$ cat src/verilog/slp_pkg.sv
// Purpose: constants shared by the serial link protocol control block
// Assumes: 250 MHz pclk, APB3 register access, 32-bit data
// Notes:   the function list below matches the tags used in the design
//
// Function
// RULE1: with local-station priority, received characters are refused while our transmission is in progress.
// RULE2: with no priority level, transmit and receive run together and neither blocks the other.
// RULE3: a send break timeout of 0 to 3276.7 s in 100 ms steps aborts a stalled transmission.
// RULE4: a receive monitoring time of 0 to 3276.7 s in 100 ms steps supervises an open receive block.
// RULE5: in full-duplex operation an extra interval of 1 to 32767 ms in 1 ms steps is provided.
// RULE6: with the ready option on, the terminal ready pin stays asserted, otherwise it is not driven ready.
// RULE7: the data set ready input is either ignored or must be on before transmission proceeds.
// RULE8: in transparent mode text bytes pass unchanged in both directions.
// RULE9: in conversion mode bytes go out as two ASCII hex characters and come back decoded to binary.
// RULE10: the block check is none, horizontal even or horizontal odd parity, appended on send and checked on receive.
// RULE11: modem control can be automatic, besides the separately settable send request and ready outputs.
// RULE12: expiry of the send break timeout or receive monitoring time sets a readable, clearable status flag.
package slp_pkg;

  localparam int CLK_PERIOD_NS = 4;
  localparam int MS_NS         = 1000000;
  localparam int MS_CYCLES     = MS_NS / CLK_PERIOD_NS;
  localparam int UNIT_MS       = 100;              // coarse timer unit in ms

  localparam int TIME_W        = 15;               // 0..32767 units

  localparam logic [7:0] OFS_CTRL   = 8'h00;
  localparam logic [7:0] OFS_BRK_TO = 8'h04;
  localparam logic [7:0] OFS_RX_MON = 8'h08;
  localparam logic [7:0] OFS_FDX_IV = 8'h0c;
  localparam logic [7:0] OFS_STATUS = 8'h10;
  localparam logic [7:0] OFS_MASK   = 8'h14;
  localparam logic [7:0] OFS_TXDATA = 8'h18;
  localparam logic [7:0] OFS_RXDATA = 8'h1c;
  localparam logic [7:0] OFS_CMD    = 8'h20;
  localparam logic [7:0] OFS_STATE  = 8'h24;

  // control fields
  localparam int CTL_PRIO  = 0;                    // 2 bits
  localparam int CTL_READY = 2;
  localparam int CTL_DSR   = 3;
  localparam int CTL_AUTO  = 4;
  localparam int CTL_RTS   = 5;
  localparam int CTL_CONV  = 6;
  localparam int CTL_BCC   = 7;                    // 2 bits
  localparam int CTL_W     = 9;
  localparam logic [CTL_W-1:0] CTRL_RST = 9'h000;

  localparam logic [1:0] PRIO_NONE   = 2'h0;
  localparam logic [1:0] PRIO_LOCAL  = 2'h1;
  localparam logic [1:0] PRIO_REMOTE = 2'h2;
  localparam logic [1:0] BCC_NONE    = 2'h0;
  localparam logic [1:0] BCC_EVEN    = 2'h1;
  localparam logic [1:0] BCC_ODD     = 2'h2;

  // status bits
  localparam int ST_BRK    = 0;
  localparam int ST_RXMON  = 1;
  localparam int ST_FDX    = 2;
  localparam int ST_BCC    = 3;
  localparam int ST_REFUSE = 4;
  localparam int ST_RXAV   = 5;
  localparam int ST_OVR    = 6;
  localparam int ST_HEX    = 7;
  localparam int NSTS      = 8;

  localparam int CMD_SEND_BCC = 0;
  localparam int CMD_RX_CHK   = 1;

  localparam logic [TIME_W-1:0] TIME_RST = 15'h0000;
  localparam int NTIMER = 3;                       // 0 break, 1 rx monitor, 2 full-duplex interval

endpackage

$ cat src/verilog/interval_timer.sv
// Purpose: counts ticks up to a programmable limit and pulses on expiry
// Assumes: tick is a one-cycle pulse on the same clock
// Notes:   a limit of zero disables the timer
module interval_timer
  import slp_pkg::*;
#(
  parameter int W = TIME_W
) (
  input  wire logic         pclk,
  input  wire logic         presetn,
  input  wire logic         run,
  input  wire logic         restart,
  input  wire logic         tick,
  input  wire logic [W-1:0] limit,
  output logic              expired
);

  logic [W-1:0] cnt_ff;
  logic         expired_ff;

  always_ff @(posedge pclk or negedge presetn) begin
    if (!presetn) begin
      cnt_ff     <= '0;
      expired_ff <= 1'b0;
    end else begin
      expired_ff <= 1'b0;
      if (!run || restart) begin
        cnt_ff <= '0;
      end else if (tick && limit != '0) begin
        if (cnt_ff == limit - W'(1)) begin
          cnt_ff     <= '0;
          expired_ff <= 1'b1;
        end else begin
          cnt_ff <= cnt_ff + W'(1);
        end
      end
    end
  end

  assign expired = expired_ff;

endmodule

$ cat src/verilog/serial_link_protocol_control.sv
// Purpose: protocol control for a free-running serial link, APB register slave
// Assumes: character framer on pclk drives rx_char_* and takes tx_char_*
// Notes:   dataset_ready_in is a pin and is synchronised before use
//
// Our own choices: the APB slave port and the address map.
module serial_link_protocol_control
  import slp_pkg::*;
#(
  parameter int MS_CYC = MS_CYCLES
) (
  input  wire logic        pclk,
  input  wire logic        presetn,
  input  wire logic        psel,
  input  wire logic        penable,
  input  wire logic        pwrite,
  input  wire logic [7:0]  paddr,
  input  wire logic [31:0] pwdata,
  output logic [31:0]      prdata,
  output logic             pready,
  output logic             pslverr,
  output logic             irq,
  output logic [7:0]       tx_char,
  output logic             tx_char_valid,
  input  wire logic        tx_char_ready,
  input  wire logic [7:0]  rx_char,
  input  wire logic        rx_char_valid,
  output logic             send_request_out,
  output logic             terminal_ready_out,
  input  wire logic        dataset_ready_in
);

  typedef enum logic [1:0] {TX_IDLE, TX_HI, TX_LO, TX_CHK} tx_state_t;

  function automatic logic [7:0] hex_char(input logic [3:0] n);
    hex_char = (n < 4'ha) ? (8'h30 + {4'h0, n}) : (8'h37 + {4'h0, n});
  endfunction

  logic [CTL_W-1:0]  ctrl_ff;
  logic [TIME_W-1:0] lim_ff [NTIMER];
  logic [NSTS-1:0]   sts_ff, mask_ff, sts_set;
  logic [7:0]        tx_hold_ff, rx_data_ff, tx_char_ff, tx_par_ff, rx_par_ff;
  logic [3:0]        tx_lo_ff, rx_hi_ff;
  logic              hold_full_ff, bcc_req_ff, rx_chk_ff, rx_full_ff, rx_half_ff, rx_active_ff;
  logic              tx_valid_ff, rts_ff, ready_ff, irq_ff, pready_ff, pslverr_ff;
  logic [31:0]       prdata_ff, nxt_prdata;
  logic              nxt_err;
  logic              dsr_meta_ff, dsr_ff;
  tx_state_t         tx_state_ff;
  logic [17:0]       ms_cnt_ff;
  logic [6:0]        unit_cnt_ff;
  logic              ms_tick_ff, unit_tick_ff;
  logic [NTIMER-1:0] t_run, t_restart, t_tick, t_exp;

  wire [1:0] prio     = ctrl_ff[CTL_PRIO +: 2];
  wire [1:0] bcc_mode = ctrl_ff[CTL_BCC +: 2];
  wire       conv     = ctrl_ff[CTL_CONV];
  wire       wr_acc   = psel && penable && pready_ff && pwrite;
  wire       rd_acc   = psel && penable && pready_ff && !pwrite;
  wire       dsr_ok   = !ctrl_ff[CTL_DSR] || dsr_ff;                        // RULE7
  wire       tx_busy  = hold_full_ff || tx_valid_ff || bcc_req_ff;
  wire       tx_take  = tx_valid_ff && tx_char_ready;
  wire       brk_exp  = t_exp[0];
  wire       refuse   = (prio == PRIO_LOCAL) && tx_busy;                    // RULE1
  wire       rx_take  = rx_char_valid && !refuse;                          // RULE2
  wire [7:0] bcc_mask = (bcc_mode == BCC_ODD) ? 8'hff : 8'h00;
  wire [7:0] rx_par_n = rx_par_ff ^ rx_char;
  wire       hex_dig  = rx_char >= 8'h30 && rx_char <= 8'h39;
  wire       hex_let  = rx_char >= 8'h41 && rx_char <= 8'h46;
  wire [3:0] rx_nib   = hex_dig ? rx_char[3:0] : 4'(rx_char[3:0] + 4'h9);

  // ---------------- APB slave: zero wait states, reads captured in setup
  always_comb begin
    nxt_prdata = 32'h0;
    nxt_err    = 1'b0;
    if (paddr == OFS_CTRL) begin
      nxt_prdata[CTL_W-1:0] = ctrl_ff;
    end else if (paddr == OFS_BRK_TO) begin
      nxt_prdata[TIME_W-1:0] = lim_ff[0];
    end else if (paddr == OFS_RX_MON) begin
      nxt_prdata[TIME_W-1:0] = lim_ff[1];
    end else if (paddr == OFS_FDX_IV) begin
      nxt_prdata[TIME_W-1:0] = lim_ff[2];
    end else if (paddr == OFS_STATUS) begin
      nxt_prdata[NSTS-1:0] = sts_ff;
    end else if (paddr == OFS_MASK) begin
      nxt_prdata[NSTS-1:0] = mask_ff;
    end else if (paddr == OFS_TXDATA) begin
      nxt_prdata[7:0] = tx_hold_ff;
      nxt_err         = pwrite && hold_full_ff;
    end else if (paddr == OFS_RXDATA) begin
      nxt_prdata[7:0] = rx_data_ff;
    end else if (paddr == OFS_CMD) begin
      nxt_prdata[1:0] = {rx_chk_ff, bcc_req_ff};
    end else if (paddr == OFS_STATE) begin
      nxt_prdata[4:0] = {rx_active_ff, dsr_ff, rx_full_ff, hold_full_ff, tx_busy};
    end else begin
      nxt_err = 1'b1;
    end
  end

  always_ff @(posedge pclk or negedge presetn) begin
    if (!presetn) begin
      pready_ff  <= 1'b0;
      pslverr_ff <= 1'b0;
      prdata_ff  <= 32'h0;
    end else begin
      pready_ff  <= psel && !penable;
      pslverr_ff <= psel && !penable && nxt_err;
      if (psel && !penable) begin
        prdata_ff <= pwrite ? 32'h0 : nxt_prdata;
      end
    end
  end

  // configuration registers
  always_ff @(posedge pclk or negedge presetn) begin
    if (!presetn) begin
      ctrl_ff <= CTRL_RST;
      mask_ff <= '0;
      for (int i = 0; i < NTIMER; i++) begin
        lim_ff[i] <= TIME_RST;
      end
    end else if (wr_acc && !pslverr_ff) begin
      if (paddr == OFS_CTRL) begin
        ctrl_ff <= pwdata[CTL_W-1:0];
      end else if (paddr == OFS_BRK_TO) begin
        lim_ff[0] <= pwdata[TIME_W-1:0];                                  // RULE3
      end else if (paddr == OFS_RX_MON) begin
        lim_ff[1] <= pwdata[TIME_W-1:0];                                  // RULE4
      end else if (paddr == OFS_FDX_IV) begin
        lim_ff[2] <= pwdata[TIME_W-1:0];                                  // RULE5
      end else if (paddr == OFS_MASK) begin
        mask_ff <= pwdata[NSTS-1:0];
      end
    end
  end

  // sticky status, hardware set wins over write-one-to-clear
  always_comb begin
    sts_set            = '0;
    sts_set[ST_BRK]    = brk_exp;                                          // RULE12
    sts_set[ST_RXMON]  = t_exp[1];                                         // RULE12
    sts_set[ST_FDX]    = t_exp[2];
    sts_set[ST_REFUSE] = rx_char_valid && refuse;
    sts_set[ST_BCC]    = rx_take && rx_chk_ff && (rx_char != (rx_par_ff ^ bcc_mask));
    sts_set[ST_HEX]    = rx_take && !rx_chk_ff && conv && !hex_dig && !hex_let;
    sts_set[ST_RXAV]   = rx_take && !rx_chk_ff && (!conv || rx_half_ff) && (hex_dig || hex_let || !conv);
    sts_set[ST_OVR]    = sts_set[ST_RXAV] && rx_full_ff;
  end

  always_ff @(posedge pclk or negedge presetn) begin
    if (!presetn) begin
      sts_ff <= '0;
      irq_ff <= 1'b0;
    end else begin
      if (wr_acc && paddr == OFS_STATUS) begin
        sts_ff <= (sts_ff & ~pwdata[NSTS-1:0]) | sts_set;
      end else begin
        sts_ff <= sts_ff | sts_set;
      end
      irq_ff <= |(sts_ff & mask_ff);
    end
  end

  // ---------------- modem control pins
  always_ff @(posedge pclk or negedge presetn) begin
    if (!presetn) begin
      dsr_meta_ff <= 1'b0;
      dsr_ff      <= 1'b0;
      rts_ff      <= 1'b0;
      ready_ff    <= 1'b0;
    end else begin
      dsr_meta_ff <= dataset_ready_in;
      dsr_ff      <= dsr_meta_ff;
      ready_ff    <= ctrl_ff[CTL_READY];                                   // RULE6
      // automatic mode raises the send request only while we have data
      rts_ff      <= ctrl_ff[CTL_AUTO] ? tx_busy : ctrl_ff[CTL_RTS];       // RULE11
    end
  end

  // ---------------- transmit path
  always_ff @(posedge pclk or negedge presetn) begin
    if (!presetn) begin
      tx_state_ff  <= TX_IDLE;
      tx_valid_ff  <= 1'b0;
      tx_char_ff   <= 8'h00;
      tx_lo_ff     <= 4'h0;
      tx_hold_ff   <= 8'h00;
      hold_full_ff <= 1'b0;
      bcc_req_ff   <= 1'b0;
      tx_par_ff    <= 8'h00;
    end else begin
      if (tx_take && tx_state_ff != TX_CHK) begin
        tx_par_ff <= tx_par_ff ^ tx_char_ff;
      end
      case (tx_state_ff)
        TX_IDLE: begin
          if (bcc_req_ff && bcc_mode == BCC_NONE) begin
            bcc_req_ff <= 1'b0;
            tx_par_ff  <= 8'h00;
          end else if (bcc_req_ff && !hold_full_ff && dsr_ok) begin
            tx_char_ff  <= tx_par_ff ^ bcc_mask;                           // RULE10
            tx_valid_ff <= 1'b1;
            tx_state_ff <= TX_CHK;
          end else if (hold_full_ff && dsr_ok) begin                       // RULE7
            hold_full_ff <= 1'b0;
            tx_valid_ff  <= 1'b1;
            tx_lo_ff     <= tx_hold_ff[3:0];
            if (conv) begin
              tx_char_ff  <= hex_char(tx_hold_ff[7:4]);                    // RULE9
              tx_state_ff <= TX_HI;
            end else begin
              tx_char_ff  <= tx_hold_ff;                                   // RULE8
              tx_state_ff <= TX_LO;
            end
          end
        end
        TX_HI: begin
          if (tx_take) begin
            tx_char_ff  <= hex_char(tx_lo_ff);                             // RULE9
            tx_state_ff <= TX_LO;
          end
        end
        TX_LO: begin
          if (tx_take) begin
            tx_valid_ff <= 1'b0;
            tx_state_ff <= TX_IDLE;
          end
        end
        default: begin
          if (tx_take) begin
            tx_valid_ff <= 1'b0;
            tx_par_ff   <= 8'h00;
            bcc_req_ff  <= 1'b0;
            tx_state_ff <= TX_IDLE;
          end
        end
      endcase
      // a stalled send is dropped so the link does not hang forever
      if (brk_exp) begin                                                   // RULE3
        tx_state_ff  <= TX_IDLE;
        tx_valid_ff  <= 1'b0;
        hold_full_ff <= 1'b0;
        bcc_req_ff   <= 1'b0;
        tx_par_ff    <= 8'h00;
      end
      if (wr_acc && !pslverr_ff && paddr == OFS_TXDATA) begin
        tx_hold_ff   <= pwdata[7:0];
        hold_full_ff <= 1'b1;
      end
      if (wr_acc && paddr == OFS_CMD && pwdata[CMD_SEND_BCC]) begin
        bcc_req_ff <= 1'b1;
      end
    end
  end

  // ---------------- receive path, independent of transmit unless refused
  always_ff @(posedge pclk or negedge presetn) begin
    if (!presetn) begin
      rx_data_ff   <= 8'h00;
      rx_full_ff   <= 1'b0;
      rx_half_ff   <= 1'b0;
      rx_hi_ff     <= 4'h0;
      rx_par_ff    <= 8'h00;
      rx_chk_ff    <= 1'b0;
      rx_active_ff <= 1'b0;
    end else begin
      if (rd_acc && paddr == OFS_RXDATA) begin
        rx_full_ff <= 1'b0;
      end
      if (t_exp[1]) begin
        rx_active_ff <= 1'b0;
        rx_half_ff   <= 1'b0;
        rx_par_ff    <= 8'h00;
      end
      if (rx_take) begin                                                   // RULE2
        if (rx_chk_ff) begin
          rx_chk_ff    <= 1'b0;                                            // RULE10
          rx_par_ff    <= 8'h00;
          rx_active_ff <= 1'b0;
          rx_half_ff   <= 1'b0;
        end else begin
          rx_par_ff    <= rx_par_n;
          rx_active_ff <= 1'b1;
          if (!conv) begin
            rx_data_ff <= rx_char;                                         // RULE8
            rx_full_ff <= 1'b1;
          end else if (hex_dig || hex_let) begin
            rx_half_ff <= !rx_half_ff;
            rx_hi_ff   <= rx_nib;
            if (rx_half_ff) begin
              rx_data_ff <= {rx_hi_ff, rx_nib};                            // RULE9
              rx_full_ff <= 1'b1;
            end
          end
        end
      end
      if (wr_acc && paddr == OFS_CMD && pwdata[CMD_RX_CHK]) begin
        rx_chk_ff <= (bcc_mode != BCC_NONE);
      end
    end
  end

  // ---------------- time base: 1 ms and 100 ms ticks
  always_ff @(posedge pclk or negedge presetn) begin
    if (!presetn) begin
      ms_cnt_ff    <= '0;
      unit_cnt_ff  <= '0;
      ms_tick_ff   <= 1'b0;
      unit_tick_ff <= 1'b0;
    end else begin
      ms_tick_ff   <= 1'b0;
      unit_tick_ff <= 1'b0;
      if (ms_cnt_ff == 18'(MS_CYC - 1)) begin
        ms_cnt_ff  <= '0;
        ms_tick_ff <= 1'b1;
      end else begin
        ms_cnt_ff <= ms_cnt_ff + 18'h1;
      end
      if (ms_tick_ff) begin
        if (unit_cnt_ff == 7'(UNIT_MS - 1)) begin
          unit_cnt_ff  <= '0;
          unit_tick_ff <= 1'b1;
        end else begin
          unit_cnt_ff <= unit_cnt_ff + 7'h1;
        end
      end
    end
  end

  assign t_run     = {prio == PRIO_NONE, rx_active_ff,                     // RULE5
                      tx_valid_ff && !tx_char_ready || hold_full_ff && !dsr_ok};
  assign t_restart = {1'b0, rx_take, tx_take};                             // RULE4
  assign t_tick    = {ms_tick_ff, unit_tick_ff, unit_tick_ff};

  for (genvar g = 0; g < NTIMER; g++) begin : g_tmr
    interval_timer #(.W(TIME_W)) u_tmr (
      .pclk    (pclk),
      .presetn (presetn),
      .run     (t_run[g]),
      .restart (t_restart[g]),
      .tick    (t_tick[g]),
      .limit   (lim_ff[g]),
      .expired (t_exp[g])
    );
  end

  assign prdata             = prdata_ff;
  assign pready             = pready_ff;
  assign pslverr            = pslverr_ff;
  assign irq                = irq_ff;
  assign tx_char            = tx_char_ff;
  assign tx_char_valid      = tx_valid_ff;
  assign send_request_out   = rts_ff;
  assign terminal_ready_out = ready_ff;
endmodule

$ cat config.mk
export PLATFORM = sky130hd
export DESIGN_NAME = serial_link_protocol_control
export DESIGN_NICKNAME = d
export VERILOG_FILES = /design/src/verilog/slp_pkg.sv /design/src/verilog/interval_timer.sv /design/src/verilog/serial_link_protocol_control.sv
export SDC_FILE = /design/constraint.sdc
export NUM_CORES = 1
export LEC_CHECK = 0
export BUFFER_PORTS_ARGS = -buffer_cell sky130_fd_sc_hd__buf_4
export CAP_MARGIN = 25
export CELL_PAD_IN_SITES_DETAIL_PLACEMENT = 1
export CELL_PAD_IN_SITES_GLOBAL_PLACEMENT = 1
export CORE_ASPECT_RATIO = 1.5
export CORE_MARGIN = 2
export CORE_UTILIZATION = 30
export CTS_CLUSTER_SIZE = 16
export DETAILED_ROUTE_END_ITERATION = 8
export GPL_TIMING_DRIVEN = 0
export PLACE_DENSITY_LB_ADDON = 0.1
export RECOVER_POWER = 100
export SYNTH_ARGS = -nofsm -noshare
export SYNTH_HDL_FRONTEND = slang
export SYNTH_SLANG_ARGS = --single-unit
export TNS_END_PERCENT = 50
$ cat constraint.sdc
create_clock -name pclk -period 8.3 [get_ports pclk]
set_input_delay 0.83 -clock pclk [delete_from_list [all_inputs] [get_ports pclk]]
set_output_delay 0.83 -clock pclk [all_outputs]
set_load 0.02 [all_outputs]
## Word level (Yosys, flattened, before mapping)

Index checks and enable logic that the tools add are counted.

| word-level totals | value |
|---|---|
| logic and storage cells | 314 |
| memories kept | 0 |
| bits in latches | 0 |
| bits in writable memories | 0 |
| output and inout bits | 46 |
| bits of input ports | 56 |
| memory bits (read-only) | 0 |
| register bits | 241 |

| cells by class | value |
|---|---|
| reduce and logical (&&, ||, !) cells | 95 |
| equality and inequality tests | 34 |
| magnitude comparators | 6 |
| add/subtract/negate cells | 13 |
| $mul | 0 |
| bitwise logic cells | 16 |
| shift-type cells | 0 |
| divide/modulo/power cells | 0 |
| muxes and demuxes | 111 |

Operator list:

| cell | number |
|---|---|
| $mux W15 | 12 |
| $mux W8 | 21 |
| $mux W1 | 53 |
| $add A15 B1 Y15 const B | 3 |
| $eq A15 B15 Y1 | 3 |
| $reduce_bool A15 Y1 | 3 |
| $sub A15 B1 Y15 const B | 3 |
| $logic_and A1 B1 Y1 | 39 |
| $eq A8 B5 Y1 const B | 4 |
| $pmux W8 S2 | 2 |
| $reduce_and A4 Y1 | 8 |
| $xor A8 B8 Y8 | 4 |
| $add A6 B4 Y7 const A | 4 |
| $mux W7 | 4 |
| $add A18 B1 Y18 const B | 1 |
| $eq A18 B18 Y1 const B | 1 |
| $mux W18 | 1 |
| $and A8 B8 Y8 | 2 |
| $eq A8 B4 Y1 const B | 2 |
| $eq A8 B6 Y1 const B | 2 |
| $mux W2 | 8 |
| $or A8 B8 Y8 | 2 |
| $logic_not A1 Y1 | 15 |
| $ne A3 B1 Y1 const B | 4 |
| other kinds (38) | 74 |

## Longest topological paths before layout

| logic depth | value |
|---|---|
| depth after elaboration | 13 |
| depth in mapped cells | 12 |
| depth with buffers taken out | 9 |

## Hierarchy

From an unflattened synthesis, not the netlist that was laid out.

| second synthesis, totals | value |
|---|---|
| cell total of the unflattened synthesis | 1398 |
| area, all modules | 13541.7 um^2 |

By module, submodules not included:

| module | area each (um^2) | cells each | times used | sequential area each (um^2) |
|---|---|---|---|---|
| serial_link_protocol_control | 9334.0 | 887 | 1 | 4404.2 |
| interval_timer (g_tmr[0].u_tmr ...) | 1403.8 | 175 | 2 | 400.4 |
| interval_timer (g_tmr[1].u_tmr) | 1400.1 | 161 | 1 | 400.4 |

## Least setup slack after synthesis

No wires, ideal clock.

| timing | value |
|---|---|
| kind | input -> register |
| start point | input rx_char[0] |
| end point | register rx_hi_ff[0] |
| arrival | 2.899 ns |
| buffers on the path | 2 |
| stages on the path | 9 |
| slack | 5.276 ns |
| required time | 8.175 ns |
| setup time | 0.125 ns |
| path through | clkbuf_1 -> inv_1 -> ha_1 -> o21bai_1 -> a2111oi_2 -> a41o_1 -> and3_1 -> clkbuf_1 -> mux2_2 |

| on the way | value |
|---|---|
| longest elaborated chain between the ends | 4 |
| elaborated cells on any way between the ends | 10 |
| classes of those cells | add/sub: 1; order compare: 4; mux: 1; reduce/logical: 4 |

RTL lines:

| item | line | text |
|---|---|---|
| from (decl) | serial_link_protocol_control.sv:25 | `input wire logic [7:0] rx_char,` |
| $ge A8 B6 Y1 (tied with other cells) | serial_link_protocol_control.sv:67 | `wire hex_dig = rx_char >= 8'h30 && rx_char <= 8'h39;` |
| $logic_and A1 B1 Y1, on equally long branches | serial_link_protocol_control.sv:67, serial_link_protocol_control.sv:68 |  |
| $logic_or A1 B1 Y1 | serial_link_protocol_control.sv:288 | `end else if (hex_dig \|\| hex_let) begin` |
| $reduce_and A4 Y1 (no line) | n/a |  |
| to (signal assigned) | serial_link_protocol_control.sv:290 | `rx_hi_ff <= rx_nib;` |
| to (decl) | serial_link_protocol_control.sv:42 | `logic [3:0] tx_lo_ff, rx_hi_ff;` |

Several ways; a longest one is shown, not always the timed one.
A chain may end at the register's enable or synchronous reset.

## Worst setup path in the final report

| timing | value |
|---|---|
| start point | input rx_char[0] |
| end point | register rx_data_ff[5] |

| on the way | value |
|---|---|
| longest elaborated chain between the ends | 5 |
| elaborated cells on any way between the ends | 9 |
| classes of those cells | order compare: 4; eq/ne: 1; reduce/logical: 4 |

RTL lines:

| item | line | text |
|---|---|---|
| $ge A8 B6 Y1 (tied with other cells) | serial_link_protocol_control.sv:67 |  |
| $logic_and A1 B1 Y1, on equally long branches | serial_link_protocol_control.sv:67, serial_link_protocol_control.sv:68 |  |
| $logic_or A1 B1 Y1 (*) | serial_link_protocol_control.sv:288 |  |
| $ne A2 B1 Y1 (no line) (*) | n/a |  |
| $reduce_and A4 Y1 (no line) (*) | n/a |  |
| to (signal assigned) | serial_link_protocol_control.sv:286 | `rx_data_ff <= rx_char;` |
| to (signal assigned) | serial_link_protocol_control.sv:292 | `rx_data_ff <= {rx_hi_ff, rx_nib};` |
| to (decl) | serial_link_protocol_control.sv:41 | `logic [7:0] tx_hold_ff, rx_data_ff, tx_char_ff, tx_par_ff, rx_par_ff;` |

Every way passes the cells marked *; elsewhere a longest branch is shown, timed or not.

==> out/qor.txt <==
Setup_tns: 0 ns
Reg clk slew, reported paths: 0.06 ns
Warnings from Yosys: 0
Synth top area share: 43.5%
Share of layout cells above drive strength 1: 12.5%
Max_cap viols: 2
Worst reg2reg path startpoint: lim_ff[30]
Clock period minus worst slack: 4.47 ns
CTS hold repair buffers: 0
TritonCTS clock tree: done
Final Hold Violating Endpoints: 0
Crit start category: primary input
Clk buf depth: 3
Slew margin rel.: -178%
Total routed wirelength: 42300 um
DR pass1 iterations: 4
Post-synthesis cell count: 1360
Wire per inst: 20.5 um
Worst-case reg-to-reg path depth: 10
Sequential area share after synthesis: 43.5%
Reg-to-Reg End: g_tmr[0].u_tmr.cnt_ff[10]
Detail-routed via count per cell: 5.10
Placed instance area: 0.0142 mm^2
Post-placement worst setup slack: 4.40 ns
Routability-driven placement congestion ratio: 0.851
Flop2flop setup slack: 4.03 ns
Post-route ant nets: 0
Leak: 6.45 nW
Clock Latency Late Sink: 0.55 ns
Clock root buffer: clkbuf_16
Register bit total from synthesis: 224
GRT overflow: 0
DP Wirelength: 32400 um
# fillers: 4958
H-tree levels: 1
Final Power: 2.61 mW
Vias in the first global route: 11377
CP Capture Type: flip-flop
WS Path Type: in2reg
Area growth from synthesis to layout: 15.6%
Top-count cell post-synth: dfrtp_1
Starting Density: 30.2%
Post-synthesis cell type count: 87
CP required: 8.70 ns
Die ar.: 0.0447 mm^2
Pwr Density: 175 mW/mm^2
Max Fanout on Critical Path: 10
Post-synth EDFFs: 0
Post_cts resized: 0
Top Ports: 102
Failing checks: max-capacitance violations, max-slew violations
Syn Area/Cell: 9.48 um^2
RSZ-0062 raised after global routing: no
Min-Delay Path Class: reg2reg
Antenna violations before repair: 1
Rows: 93
Tcrit/Tclk final: 53.8%
Placeable Area: 0.0427 mm^2
Final Max Slew Viols: 76
Final setup viols: 0
Number of CTS-inserted buffers: 27
Post-synth top area cell: dfrtp_1
Critical path origin: rx_char[0]
First-pass GRT wire length: 67400 um
I/O Buffers: 64
Post-synth top cells: 224 x dfrtp_1, 143 x nor2_1, 113 x nand2_1, 82 x o21ai_0, 74 x mux2_2
Status: complete, but fails checks
Gr usage total: 19.1%
Predominant post-synthesis flop cell: dfrtp_1
Final worst setup slack: 3.83 ns
Worst-margin pin slew: 4.17 ns
Final clock skew: 0.00864 ns
Sink Count: 224
Drt drc: 0
Total number of vias: 10521
Starting DRT DRC Count: 403
Worst Path Arrival: 4.87 ns
Die height: 258 um
Cell Area, Synth: 0.0129 mm^2
Synth async-reset ratio: 100%
Register area: 0.00561 mm^2
Diodes inserted: 0
Worst IR Drop VDD: 0.143 mV
Layout net count: 1547
FMAX: 0.224 GHz
Area of the multi-input gates: 0.00679 mm^2
Largest net degree at the start of global routing: 86
Cell area after layout: 0.0149 mm^2
Synth area leaders: dfrtp_1 43%, mux2_2 6.5%, xnor2_1 4.5%
Die W: 173 um
Setup crit end: rx_data_ff[5]
Post-CTS Setup Repair Bufs: 0
==> cell usage in the layout (no fill, tap or decap), types with 6 or more instances in the layout <==
cell type and count:
buf_2 6, xnor2_1 66, mux2_2 73, a21oi_1 74
a31oi_1 8, nand3b_1 16, nand2_1 114, nand3_1 32
ha_1 17, or4_1 7, buf_4 46, nor4_1 17
conb_1 17, inv_1 35, a22oi_1 13, nor3_1 41
o21ai_0 84, nor2b_1 15, a211oi_1 11, a22o_1 14
o21a_1 6, nand4_1 31, and3_1 25, dfrtp_1 224
clkbuf_1 97, clkbuf_16 27, mux2i_1 22, a21o_1 8
nor2_1 145, nand2b_1 10, xor2_1 66
==> stage by stage <==
step / util (%) / hold slack, ns / instances
final: 34.9 / 0.361 / 2061
after global routing: 34.9 / 0.374 / 2061
after CTS: 35.3 / 0.250 / 2060
after detailed placement: 33.3 / 0.352 / 2014
after global placement: 33.1 / 0.336 / 2010
after floorplan: - / 0.331 / 1376
==> kinds of logic after synthesis <==
| kind of cell | after synthesis | synth area share (%) |
|---|---|---|
| simple gates | 497 | 19.5 |
| compound gates | 278 | 13.9 |
| flops | 224 | 43.5 |
| xor+xnor | 132 | 8.96 |
| buf+inv | 114 | 4.06 |
| mux | 97 | 8.34 |
| fa+ha+maj | 17 | 1.65 |
| other cells | 1 | 0.0291 |
==> how the worst min path moves through the flow <==
stage	start	endpoint	slack, ns	cells past startpoint
global route	dsr_meta_ff	dsr_ff	0.37	0
detailed placement	dsr_meta_ff	dsr_ff	0.35	0
global placement	dsr_meta_ff	dsr_ff	0.34	0
finish	dsr_meta_ff	dsr_ff	0.36	0
floorplan	dsr_meta_ff	dsr_ff	0.33	0
CTS	presetn	g_tmr[0].u_tmr.cnt_ff[11]	0.25	1
==> area by class of cell <==
cell class / instances / area share [%]
well taps: 570 / 4.79
repair buffers: 69 / 2.88
plain buffers: 79 / 2.50
multi-input cells: 1038 / 45.6
clock buffers: 41 / 5.22
inverters: 35 / 0.881
flip-flops and latches: 224 / 37.6
clock inverters: 5 / 0.537
==> report_power, final <==
part | switching (mW) | internal (mW) | total, mW | leakage, nW
Sequential | 0.0387 | 1.13 | 1.17 | 3.00
Clock | 0.477 | 0.702 | 1.18 | 0.412
Combinational | 0.172 | 0.0907 | 0.262 | 3.04
==> worst max-delay path, cell delays in order <==
cell	delay (ns)
clkbuf_1	0.11
clkbuf_1	0.22
inv_1	0.15
ha_1	0.17
o21bai_1	0.08
a2111oi_0	1.50
a41o_1	0.35
nand2_1	0.09
a21oi_1	0.75
clkbuf_1	0.48
a21oi_1	0.13
==> registers in the layout, summed over array words and instances, names as in the netlist, 9 cells and up <==
register	count
g_tmr.u_tmr.cnt_ff	45
lim_ff	45
ms_cnt_ff	18
prdata	15
ctrl_ff	9
==> routing by layer <==
| layer | global-route usage [%] | wire length [um] | vias to the layer above | share of wire [%] |
|---|---|---|---|---|
| met5 | 0 | 12 | - | 0.028 |
| met4 | 5.30 | 940 | 2 | 2.2 |
| met3 | 2.05 | 1070 | 47 | 2.5 |
| met2 | 36.0 | 22600 | 108 | 53 |
| met1 | 22.9 | 17700 | 5318 | 42 |
| li1 | - | - | 5046 | - |
No activity file was read; power rests on OpenSTA's default activity.
